`src/verilog/hbe_defines.svh`:
```
/*
  Timing and encoding constants for the host bus emulation block.
  Assumes inclusion by bare name from files under verilog/.
*/
`ifndef HBE_DEFINES_SVH
`define HBE_DEFINES_SVH

// Command codes on the host command port
`define HBE_CMD_READ      3'h0
`define HBE_CMD_WRITE     3'h1
`define HBE_CMD_AUX_SET   3'h2
`define HBE_CMD_AUX_READ  3'h3
`define HBE_CMD_WAIT_HIGH 3'h4
`define HBE_CMD_WAIT_LOW  3'h5
`define HBE_CMD_IRQ_READ  3'h6

// Phase lengths in mclk cycles
`define HBE_ALE_CYCLES    3'h1
`define HBE_GAP_CYCLES    3'h1
`define HBE_STROBE_CYCLES 3'h2

// Aux mask/value bit positions
`define HBE_AUX0_BIT      0
`define HBE_AUX1_BIT      1
// Offset from a level bit to its drive enable bit
`define HBE_AUX_OE_OFS    4

`endif

```
`src/verilog/hbe_pkg.sv`:
```
/*
  Types shared by the host bus emulation block.
  Assumes nothing of its surroundings.
*/
`default_nettype none
package hbe_pkg;
  // Command encoding width
  typedef logic [2:0] hbe_cmd_t;
  // Bus cycle phases
  typedef enum logic [2:0] {
    HBE_IDLE,
    HBE_WAIT_LVL,
    HBE_ALE,
    HBE_GAP,
    HBE_STROBE,
    HBE_HOLD
  } hbe_state_t;
endpackage : hbe_pkg
`default_nettype wire

```
`src/verilog/hbe_phase_if.sv`:
```
/*
  Interface carrying the phase counter handshake between the sequencer
  and its counter. Assumes a single mclk domain.
*/
`timescale 1ns/100ps
`default_nettype none
interface hbe_phase_if;
  logic       load;   // Restart counter
  logic [2:0] length; // Cycles to count
  logic       hold;   // Freeze while peripheral not ready
  logic       done;   // Count has expired
  modport seq (output load, output length, output hold, input done);
  modport cnt (input load, input length, input hold, output done);
endinterface : hbe_phase_if
`default_nettype wire

```
`src/verilog/hbe_phase_counter.sv`:
```
/*
  Phase length counter for the bus sequencer.
  Assumes mclk and nrst as for the top module.
*/
`timescale 1ns/100ps
`default_nettype none
`include "hbe_defines.svh"
module hbe_phase_counter
(
  input  wire logic  mclk,
  input  wire logic  nrst,
  hbe_phase_if.cnt   ph
);
  import hbe_pkg::*;

  logic [2:0] count;      // Cycles left
  logic [2:0] next_count;

  // Next count: load, hold or decrement
  always_comb
  begin
    next_count = count;
    if (ph.load)
    begin
      next_count = ph.length;
    end
    else if (!ph.hold && count != 3'h0)
    begin
      next_count = count - 3'h1;
    end
  end

  // Register count
  always_ff @(posedge mclk or negedge nrst)
  begin
    if (!nrst)
    begin
      count <= 3'h0;
    end
    else
    begin
      count <= next_count;
    end
  end

  // Expired when one remains and not held; load left out to avoid a loop
  assign ph.done = (count == 3'h1) && !ph.hold;
endmodule : hbe_phase_counter
`default_nettype wire

```
`src/verilog/hbe_host_bus.sv`:
```
/*
  Host bus emulation master: multiplexed address/data bus, high address,
  select, latch pulse, strobes, ready stretch, clock out and aux pins.
  Assumes a host command port synchronous to mclk and a peripheral
  whose inputs are synchronous to mclk.
*/
// Overview of operation
// - Both channels form one host bus master
// - Low address then data share one bus
// - High address byte on dedicated outputs
// - Select low for whole read or write
// - Latch pulse while low address driven
// - Read strobe low marks read cycle
// - Write data set up before, held after strobe
// - Ready low stretches the current access
// - Clock output toggles every mclk cycle, at half the mclk rate
// - Two aux pins set, cleared, read
// - Commands wait for aux pin high or low
// - Wait for interrupt level then read
// - Wait pin kept as input while waiting
`timescale 1ns/100ps
`default_nettype none
`include "hbe_defines.svh"
module hbe_host_bus
(
  input  wire logic           mclk,
  input  wire logic           nrst,
  input  wire logic           cmd_valid,
  input  wire hbe_pkg::hbe_cmd_t cmd_code,
  input  wire logic [15:0]    cmd_addr,
  input  wire logic [7:0]     cmd_data,
  output logic                cmd_ready,
  output logic                rsp_valid,
  output logic [7:0]          rsp_data,
  input  wire logic [7:0]     addr_data_low_bus_in,
  output logic [7:0]          addr_data_low_bus_out,
  output logic                addr_data_low_bus_oe_n,
  output logic [7:0]          addr_high,
  output logic                sel_n,
  output logic                addr_latch,
  output logic                rd_n,
  output logic                wr_n,
  input  wire logic           cycle_ready_in,
  output logic                bus_master_clock_out,
  input  wire logic           aux_pin_zero_in,
  output logic                aux_pin_zero_out,
  output logic                aux_pin_zero_oe_n,
  input  wire logic           aux_pin_wait_irq_in,
  output logic                aux_pin_wait_irq_out,
  output logic                aux_pin_wait_irq_oe_n
);
  import hbe_pkg::*;

  // ************************************************************
  // Sequencer state
  // ************************************************************
  hbe_state_t state, next_state;         // Bus phase
  logic       is_write, next_is_write;   // Access direction
  logic       wait_lvl, next_wait_lvl;   // Awaited aux level
  logic       irq_rd, next_irq_rd;       // Read follows the wait
  logic [15:0] addr, next_addr;          // Latched address
  logic [7:0] wdata, next_wdata;         // Write data
  logic       clk_div, next_clk_div;     // Clock out divider
  logic [7:0] next_rsp_data;
  logic [7:0] next_ad_out;
  logic       next_ad_oe_n, next_sel_n, next_ale, next_rd_n, next_wr_n;
  logic       next_cmd_ready, next_rsp_valid;
  logic       next_a0_out, next_a0_oe_n, next_a1_out, next_a1_oe_n;

  hbe_phase_if ph ();

  hbe_phase_counter u_cnt
  (
    .mclk (mclk),
    .nrst (nrst),
    .ph   (ph)
  );

  // Decode of access commands
  function automatic logic is_bus_cmd(input hbe_cmd_t c);
    is_bus_cmd = (c == `HBE_CMD_READ) || (c == `HBE_CMD_WRITE);
  endfunction : is_bus_cmd

  // ************************************************************
  // Next state computation
  // ************************************************************
  always_comb
  begin
    next_state     = state;
    next_is_write  = is_write;
    next_wait_lvl  = wait_lvl;
    next_irq_rd    = irq_rd;
    next_addr      = addr;
    next_wdata     = wdata;
    next_rsp_data  = rsp_data;
    next_ad_out    = addr_data_low_bus_out;
    next_ad_oe_n   = addr_data_low_bus_oe_n;
    next_sel_n     = sel_n;
    next_ale       = 1'b0;
    next_rd_n      = rd_n;
    next_wr_n      = wr_n;
    next_rsp_valid = 1'b0;
    next_cmd_ready = 1'b0;
    next_a0_out    = aux_pin_zero_out;
    next_a0_oe_n   = aux_pin_zero_oe_n;
    next_a1_out    = aux_pin_wait_irq_out;
    next_a1_oe_n   = aux_pin_wait_irq_oe_n;
    next_clk_div   = ~clk_div;
    ph.load        = 1'b0;
    ph.length      = `HBE_ALE_CYCLES;
    ph.hold        = 1'b0;
    unique case (state)
      HBE_IDLE:
      begin
        next_cmd_ready = 1'b1;
        if (cmd_valid && cmd_ready)
        begin
          next_cmd_ready = 1'b0;
          next_addr      = cmd_addr;
          next_wdata     = cmd_data;
          next_is_write  = (cmd_code == `HBE_CMD_WRITE);
          next_irq_rd    = 1'b0;
          if (is_bus_cmd(cmd_code))
          begin
            // Start access: low address on bus, select asserted
            next_state   = HBE_ALE;
            next_ad_out  = cmd_addr[7:0];
            next_ad_oe_n = 1'b0;
            next_sel_n   = 1'b0;
            next_ale     = 1'b1;
            ph.load      = 1'b1;
            ph.length    = `HBE_ALE_CYCLES;
          end
          else if (cmd_code == `HBE_CMD_AUX_SET)
          begin
            // Data bits 1:0 value, bits 5:4 output enables
            next_a0_out  = cmd_data[`HBE_AUX0_BIT];
            next_a1_out  = cmd_data[`HBE_AUX1_BIT];
            next_a0_oe_n = ~cmd_data[`HBE_AUX0_BIT + `HBE_AUX_OE_OFS];
            next_a1_oe_n = ~cmd_data[`HBE_AUX1_BIT + `HBE_AUX_OE_OFS];
            next_state   = HBE_HOLD;
          end
          else if (cmd_code == `HBE_CMD_AUX_READ)
          begin
            next_rsp_data  = {6'h00, aux_pin_wait_irq_in, aux_pin_zero_in};
            next_rsp_valid = 1'b1;
            next_state     = HBE_HOLD;
          end
          else
          begin
            // Wait commands; IRQ read waits for high then reads
            next_wait_lvl = (cmd_code != `HBE_CMD_WAIT_LOW);
            next_irq_rd   = (cmd_code == `HBE_CMD_IRQ_READ);
            next_a1_oe_n  = 1'b1;
            next_state    = HBE_WAIT_LVL;
          end
        end
      end
      HBE_WAIT_LVL:
      begin
        next_a1_oe_n = 1'b1;
        if (aux_pin_wait_irq_in == wait_lvl)
        begin
          if (irq_rd)
          begin
            // Queued read starts once interrupt level seen
            next_is_write = 1'b0;
            next_state    = HBE_ALE;
            next_ad_out   = addr[7:0];
            next_ad_oe_n  = 1'b0;
            next_sel_n    = 1'b0;
            next_ale      = 1'b1;
            ph.load       = 1'b1;
            ph.length     = `HBE_ALE_CYCLES;
          end
          else
          begin
            next_state = HBE_HOLD;
          end
        end
      end
      HBE_ALE:
      begin
        if (ph.done)
        begin
          // Latch pulse over before any strobe
          next_state   = HBE_GAP;
          next_ad_out  = is_write ? wdata : 8'h00;
          next_ad_oe_n = !is_write;
          ph.load      = 1'b1;
          ph.length    = `HBE_GAP_CYCLES;
        end
      end
      HBE_GAP:
      begin
        if (ph.done)
        begin
          // Exactly one strobe falls
          next_state = HBE_STROBE;
          next_rd_n  = is_write;
          next_wr_n  = !is_write;
          ph.load    = 1'b1;
          ph.length  = `HBE_STROBE_CYCLES;
        end
      end
      HBE_STROBE:
      begin
        ph.hold = !cycle_ready_in;
        if (ph.done)
        begin
          next_rd_n = 1'b1;
          next_wr_n = 1'b1;
          if (!is_write)
          begin
            // Sample as read strobe rises
            next_rsp_data  = addr_data_low_bus_in;
            next_rsp_valid = 1'b1;
          end
          next_state = HBE_HOLD;
        end
      end
      HBE_HOLD:
      begin
        // Data held one cycle past write strobe, then release
        next_ad_oe_n = 1'b1;
        next_sel_n   = 1'b1;
        next_state   = HBE_IDLE;
      end
      default:
      begin
        next_state = HBE_IDLE;
      end
    endcase
  end

  // ************************************************************
  // Registers
  // ************************************************************
  always_ff @(posedge mclk or negedge nrst)
  begin
    if (!nrst)
    begin
      state                  <= HBE_IDLE;
      is_write               <= 1'b0;
      wait_lvl               <= 1'b0;
      irq_rd                 <= 1'b0;
      addr                   <= 16'h0000;
      wdata                  <= 8'h00;
      clk_div                <= 1'b0;
      rsp_data               <= 8'h00;
      rsp_valid              <= 1'b0;
      cmd_ready              <= 1'b0;
      addr_data_low_bus_out  <= 8'h00;
      addr_data_low_bus_oe_n <= 1'b1;
      addr_high              <= 8'h00;
      sel_n                  <= 1'b1;
      addr_latch             <= 1'b0;
      rd_n                   <= 1'b1;
      wr_n                   <= 1'b1;
      bus_master_clock_out   <= 1'b0;
      aux_pin_zero_out       <= 1'b0;
      aux_pin_zero_oe_n      <= 1'b1;
      aux_pin_wait_irq_out   <= 1'b0;
      aux_pin_wait_irq_oe_n  <= 1'b1;
    end
    else
    begin
      state                  <= next_state;
      is_write               <= next_is_write;
      wait_lvl               <= next_wait_lvl;
      irq_rd                 <= next_irq_rd;
      addr                   <= next_addr;
      wdata                  <= next_wdata;
      clk_div                <= next_clk_div;
      rsp_data               <= next_rsp_data;
      rsp_valid              <= next_rsp_valid;
      cmd_ready              <= next_cmd_ready;
      addr_data_low_bus_out  <= next_ad_out;
      addr_data_low_bus_oe_n <= next_ad_oe_n;
      addr_high              <= next_addr[15:8];
      sel_n                  <= next_sel_n;
      addr_latch             <= next_ale;
      rd_n                   <= next_rd_n;
      wr_n                   <= next_wr_n;
      bus_master_clock_out   <= next_clk_div;
      aux_pin_zero_out       <= next_a0_out;
      aux_pin_zero_oe_n      <= next_a0_oe_n;
      aux_pin_wait_irq_out   <= next_a1_out;
      aux_pin_wait_irq_oe_n  <= next_a1_oe_n;
    end
  end
endmodule : hbe_host_bus
`default_nettype wire

```
`config.mk`:
```
export PLATFORM = sky130hd
export DESIGN_NAME = hbe_host_bus
export DESIGN_NICKNAME = d
export VERILOG_FILES = /design/src/verilog/hbe_pkg.sv /design/src/verilog/hbe_phase_if.sv /design/src/verilog/hbe_phase_counter.sv /design/src/verilog/hbe_host_bus.sv
export VERILOG_INCLUDE_DIRS = /design/src /design/src/verilog
export SDC_FILE = /design/constraint.sdc
export NUM_CORES = 1
export LEC_CHECK = 0
export BUFFER_PORTS_ARGS = -buffer_cell sky130_fd_sc_hd__buf_2
export CELL_PAD_IN_SITES_DETAIL_PLACEMENT = 0
export CELL_PAD_IN_SITES_GLOBAL_PLACEMENT = 1
export CORE_UTILIZATION = 38
export CTS_CLUSTER_DIAMETER = 150
export CTS_CLUSTER_SIZE = 14
export DETAILED_ROUTE_END_ITERATION = 7
export PLACE_DENSITY_LB_ADDON = 0.1
export SETUP_SLACK_MARGIN = 0.15
export SLEW_MARGIN = 0
export SYNTH_ARGS = -nofsm -noshare
export SYNTH_HDL_FRONTEND = slang
export SYNTH_HIERARCHICAL = 1
export SYNTH_SLANG_ARGS = --single-unit
```
`constraint.sdc`:
```
create_clock -name mclk -period 4.84 [get_ports mclk]
set_input_delay 0.242 -clock mclk [delete_from_list [all_inputs] [get_ports mclk]]
set_output_delay 0.242 -clock mclk [all_outputs]
set_load 0.03 [all_outputs]
```
==> run_summary.xml <==
<?xml version="1.0" encoding="UTF-8"?>
<metrics>
  <group name="run_status">
    <metric name="run_status" unit="">finished clean</metric>
  </group>
  <group name="global_routing">
    <metric name="grt_pass1_wl" unit="um">11300</metric>
    <metric name="maximum_number_of_pins_on_one_net_before_global_route_repair" unit="">62</metric>
    <metric name="grt.total_usage" unit="%">17.1</metric>
    <metric name="via_count_of_the_first_global_routing_pass" unit="">2295</metric>
    <metric name="globalRouteOverflowTotal" unit="">0</metric>
    <metric name="antenna_violations_before_repair" unit="">0</metric>
  </group>
  <group name="sta">
    <metric name="grt_setup_unrepaired" unit="">false</metric>
    <metric name="fin_hold_ws" unit="ns">0.0499</metric>
    <metric name="worst_slack" unit="ns">1.78</metric>
    <metric name="highest_clock_frequency_the_design_can_meet" unit="GHz">0.326</metric>
    <metric name="timing.final.max_slew_violations" unit="">0</metric>
    <metric name="report.final.hold_viol_count" unit="">0</metric>
    <metric name="relSlewSlack" unit="%">13.7</metric>
    <metric name="post-route-min-period" unit="ns">3.06</metric>
    <metric name="final_setup_violating_endpoints" unit="">0</metric>
    <metric name="fin_crit_sh" unit="%">63.3</metric>
    <metric name="final.setup_skew" unit="ns">0.00782</metric>
    <metric name="timing_worst_slew_pin_value" unit="ns">1.29</metric>
    <metric name="setup-tns-final" unit="ns">0</metric>
  </group>
  <group name="finish">
    <metric name="n_fill_cell" unit="">776</metric>
    <metric name="fin_nets" unit="">391</metric>
    <metric name="area.growth.synth_to_final" unit="%">20.2</metric>
    <metric name="share_of_the_core_filled_with_cells" unit="%">48.0</metric>
    <metric name="drive_gt1_share" unit="%">42.6</metric>
    <metric name="insertedDiodeCount" unit="">0</metric>
  </group>
  <group name="detailed_routing">
    <metric name="drt.antenna.violating_nets" unit="">0</metric>
    <metric name="drt_iter0_markers" unit="">50</metric>
    <metric name="wire_per_inst" unit="um">15.0</metric>
    <metric name="detailedRoute.firstPassIterationCount" unit="">5</metric>
    <metric name="drc" unit="">0</metric>
    <metric name="postRouteWirelength" unit="um">6800</metric>
    <metric name="vias" unit="">2284</metric>
    <metric name="drt-vias-per-instance" unit="">5.03</metric>
  </group>
  <group name="synth">
    <metric name="synth-main-ff-cell" unit="">sky130_fd_sc_hd__dfrtp_1</metric>
    <metric name="syn-cell-area" unit="mm^2">0.00313</metric>
    <metric name="synth.yosys.warnings" unit="">6</metric>
    <metric name="synth_area_leader_cell" unit="">sky130_fd_sc_hd__dfrtp_1</metric>
    <metric name="seq_area_frac_synth" unit="%">49.0</metric>
    <metric name="synth_area_leaders" unit="">sky130_fd_sc_hd__dfrtp_1, sky130_fd_sc_hd__mux2_2, sky130_fd_sc_hd__dfstp_2</metric>
    <metric name="post-synth-top-count-cell" unit="">sky130_fd_sc_hd__dfrtp_1</metric>
    <metric name="synth-edff-count" unit="">0</metric>
    <metric name="postSynthNetCount" unit="">320</metric>
    <metric name="ys_top_cells_by_count" unit="">sky130_fd_sc_hd__dfrtp_1, sky130_fd_sc_hd__mux2_2, sky130_fd_sc_hd__inv_1</metric>
    <metric name="netlist.area_leader.share" unit="%">43.9</metric>
    <metric name="post_synth_num_cell_types" unit="">50</metric>
    <metric name="syn_inst" unit="">276</metric>
    <metric name="ys_async_sr_fraction" unit="%">100</metric>
    <metric name="seq_cells_post_synth" unit="">61</metric>
    <metric name="synth_area_per_cell" unit="um^2">11.4</metric>
  </group>
  <group name="placed_design">
    <metric name="portBuffers" unit="">76</metric>
    <metric name="routability_congestion" unit="">0.775</metric>
    <metric name="place_hpwl" unit="um">4650</metric>
    <metric name="place_worst_setup_slack" unit="ns">1.71</metric>
  </group>
  <group name="die">
    <metric name="fp.dieH" unit="um">92.8</metric>
    <metric name="fp.dieArea" unit="mm^2">0.00861</metric>
    <metric name="fp.coreArea" unit="mm^2">0.00785</metric>
    <metric name="initial_utilization" unit="%">39.9</metric>
    <metric name="pin_count" unit="">77</metric>
    <metric name="std_cell_rows" unit="">32</metric>
    <metric name="die_w" unit="um">92.8</metric>
  </group>
  <group name="pwr">
    <metric name="share_clk_of_total_power" unit="%">17.9</metric>
    <metric name="sequentialPowerShare" unit="%">34.7</metric>
    <metric name="p_int" unit="uW">1540</metric>
    <metric name="netSwitchingPower" unit="uW">1060</metric>
    <metric name="peakVddDrop" unit="mV">0.257</metric>
    <metric name="power.density_cell_area" unit="mW/mm^2">689</metric>
    <metric name="power_leakage" unit="uW">0.00181</metric>
    <metric name="comb_power_share" unit="%">47.5</metric>
    <metric name="finalPower" unit="uW">2600</metric>
    <metric name="power_switching_share" unit="%">40.8</metric>
  </group>
  <group name="critical_path">
    <metric name="end_kind" unit="">register</metric>
    <metric name="critPathArrivalTime" unit="ns">3.29</metric>
    <metric name="crit_path_max_fanout" unit="">30</metric>
    <metric name="worst_ep_required_time" unit="ns">5.06</metric>
    <metric name="path_class" unit="">register to register</metric>
    <metric name="timing.critical_path.from_type" unit="">register</metric>
  </group>
  <group name="clock_network">
    <metric name="cts_setup_buffers" unit="">0</metric>
    <metric name="insertion_delay" unit="ns">0.34</metric>
    <metric name="clock_tree.buffer_depth" unit="">2</metric>
    <metric name="numCtsBuffers" unit="">9</metric>
    <metric name="post_cts_hold_buffers" unit="">0</metric>
    <metric name="h_tree_levels" unit="">3</metric>
    <metric name="numClockSinks" unit="">61</metric>
    <metric name="cts_tree" unit="">done</metric>
    <metric name="clkTransAtPathRegs" unit="ns">0.07</metric>
    <metric name="clockRootBuffer" unit="">sky130_fd_sc_hd__clkbuf_8</metric>
    <metric name="post_cts_resized" unit="">0</metric>
  </group>
  <group name="flow_run">
    <metric name="max_cap_violations" unit="">0</metric>
  </group>
  <group name="worst_hold_path">
    <metric name="min-delay-path-class" unit="">input port to register</metric>
  </group>
</metrics>
-- logic make-up after synthesis --
group | count (synthesis) | share of synthesized area (%)
multiplexers | 49 | 17.3
other | 1 | 0.120
buffers and inverters | 40 | 6.31
adder cells (fa/ha/maj) | 3 | 1.20
flip-flops | 61 | 49.0
AO/OA/AOI/OAI | 51 | 13.3
XOR/XNOR | 1 | 0.280
AND/OR/NAND/NOR | 70 | 12.5
-- power by group through the flow --
| stage | Combinational [uW] | Sequential (uW) | Clock (uW) |
|---|---|---|---|
| after floorplan | 820 | 1050 | 0 |
| after global placement | 1230 | 905 | 0 |
| after detailed placement | 1240 | 911 | 0 |
| after CTS | 1250 | 903 | 478 |
| after global routing | 1340 | 934 | 498 |
| final | 1230 | 900 | 464 |
-- worst paths after layout --
kind / from / endpoint / slack [ns] / cells past startpoint
worst max register to register: state[0] / addr_data_low_bus_out[5] / 1.78 / 8
min in group asynchronous: nrst / u_cnt/count[1] / 0.08 / 2
max in group asynchronous: nrst / wdata[1] / 4.26 / 2
worst max-delay path: state[0] / addr_data_low_bus_out[5] / 1.78 / 8
worst min register to register: clk_div / clk_div / 0.41 / 1
worst min-delay path: cmd_data[4] / aux_pin_zero_oe_n / 0.05 / 2
-- cell usage in the layout, fill, tap and decap left out, types with 4 or more instances in the layout --
master                     netlist  routed
sky130_fd_sc_hd__buf_2           5      76
sky130_fd_sc_hd__dfrtp_1        55      55
sky130_fd_sc_hd__mux2_2         42      42
sky130_fd_sc_hd__inv_1          18      18
sky130_fd_sc_hd__nand2_1        17      17
sky130_fd_sc_hd__nand2b_1       14      14
sky130_fd_sc_hd__nor2_1         12      12
sky130_fd_sc_hd__a21oi_1        12      12
sky130_fd_sc_hd__clkbuf_8        0      11
sky130_fd_sc_hd__nand3b_1        8       8
sky130_fd_sc_hd__a221o_1         8       8
sky130_fd_sc_hd__mux2i_1         7       7
sky130_fd_sc_hd__dfstp_2         6       6
sky130_fd_sc_hd__buf_4           9       6
sky130_fd_sc_hd__a21o_1          5       5
sky130_fd_sc_hd__o21ai_0         5       5
sky130_fd_sc_hd__nor3b_1         4       4
-- registers in the layout (all words and copies together) (netlist names) --
name	count
irq_rd	1
wdata	8
addr_latch	1
is_write	1
state	3
wr_n	1
aux_pin_zero_out	1
cmd_ready	1
addr	16
aux_pin_wait_irq_out	1
sel_n	1
aux_pin_zero_oe_n	1
clk_div	1
aux_pin_wait_irq_oe_n	1
addr_data_low_bus_out	8
rsp_valid	1
u_cnt/count	3
wait_lvl	1
addr_data_low_bus_oe_n	1
rd_n	1
rsp_data	8
-- worst max-delay path, cell delays in order, from the launching register on --
cell and delay [ns]:
sky130_fd_sc_hd__dfrtp_1 0.92, sky130_fd_sc_hd__nor2_1 0.18, sky130_fd_sc_hd__nand2_1 0.15, sky130_fd_sc_hd__nor2_1 0.08, sky130_fd_sc_hd__nor3b_1 0.18, sky130_fd_sc_hd__buf_4 0.17, sky130_fd_sc_hd__inv_1 0.08, sky130_fd_sc_hd__a2111oi_4 0.77
sky130_fd_sc_hd__mux2_2 0.41
-- layout make-up --
| type | count | area, um^2 | area share [%] |
|---|---|---|---|
| sequential | 61 | 1530 | 40.7 |
| clock inverter | 3 | 43.8 | 1.16 |
| tap | 102 | 128 | 3.39 |
| inverter | 18 | 67.6 | 1.79 |
| multi-input combinational | 175 | 1410 | 37.4 |
| timing repair buffer | 82 | 425 | 11.3 |
| clock buffer | 13 | 159 | 4.22 |
-- metal layers --
| metal | up-vias | GRT usage, % | share of wire, % |
|---|---|---|---|
| met2 | 48 | 25.4 | 45 |
| met5 | - | 0 | 0 |
| met3 | 12 | 4.27 | 4.3 |
| met1 | 1107 | 23.6 | 49 |
| met4 | 0 | 7.31 | 1.7 |
| li1 | 1117 | - | - |
-- per-stage QoR --
stage | cell area, um^2 | std cells
floorplan | 3130 | 276
global placement | 3560 | 438
detailed placement | 3560 | 438
CTS | 3770 | 454
global route | 3770 | 454
finish | 3770 | 454
Note: power is estimated with default switching activity, not from simulation.
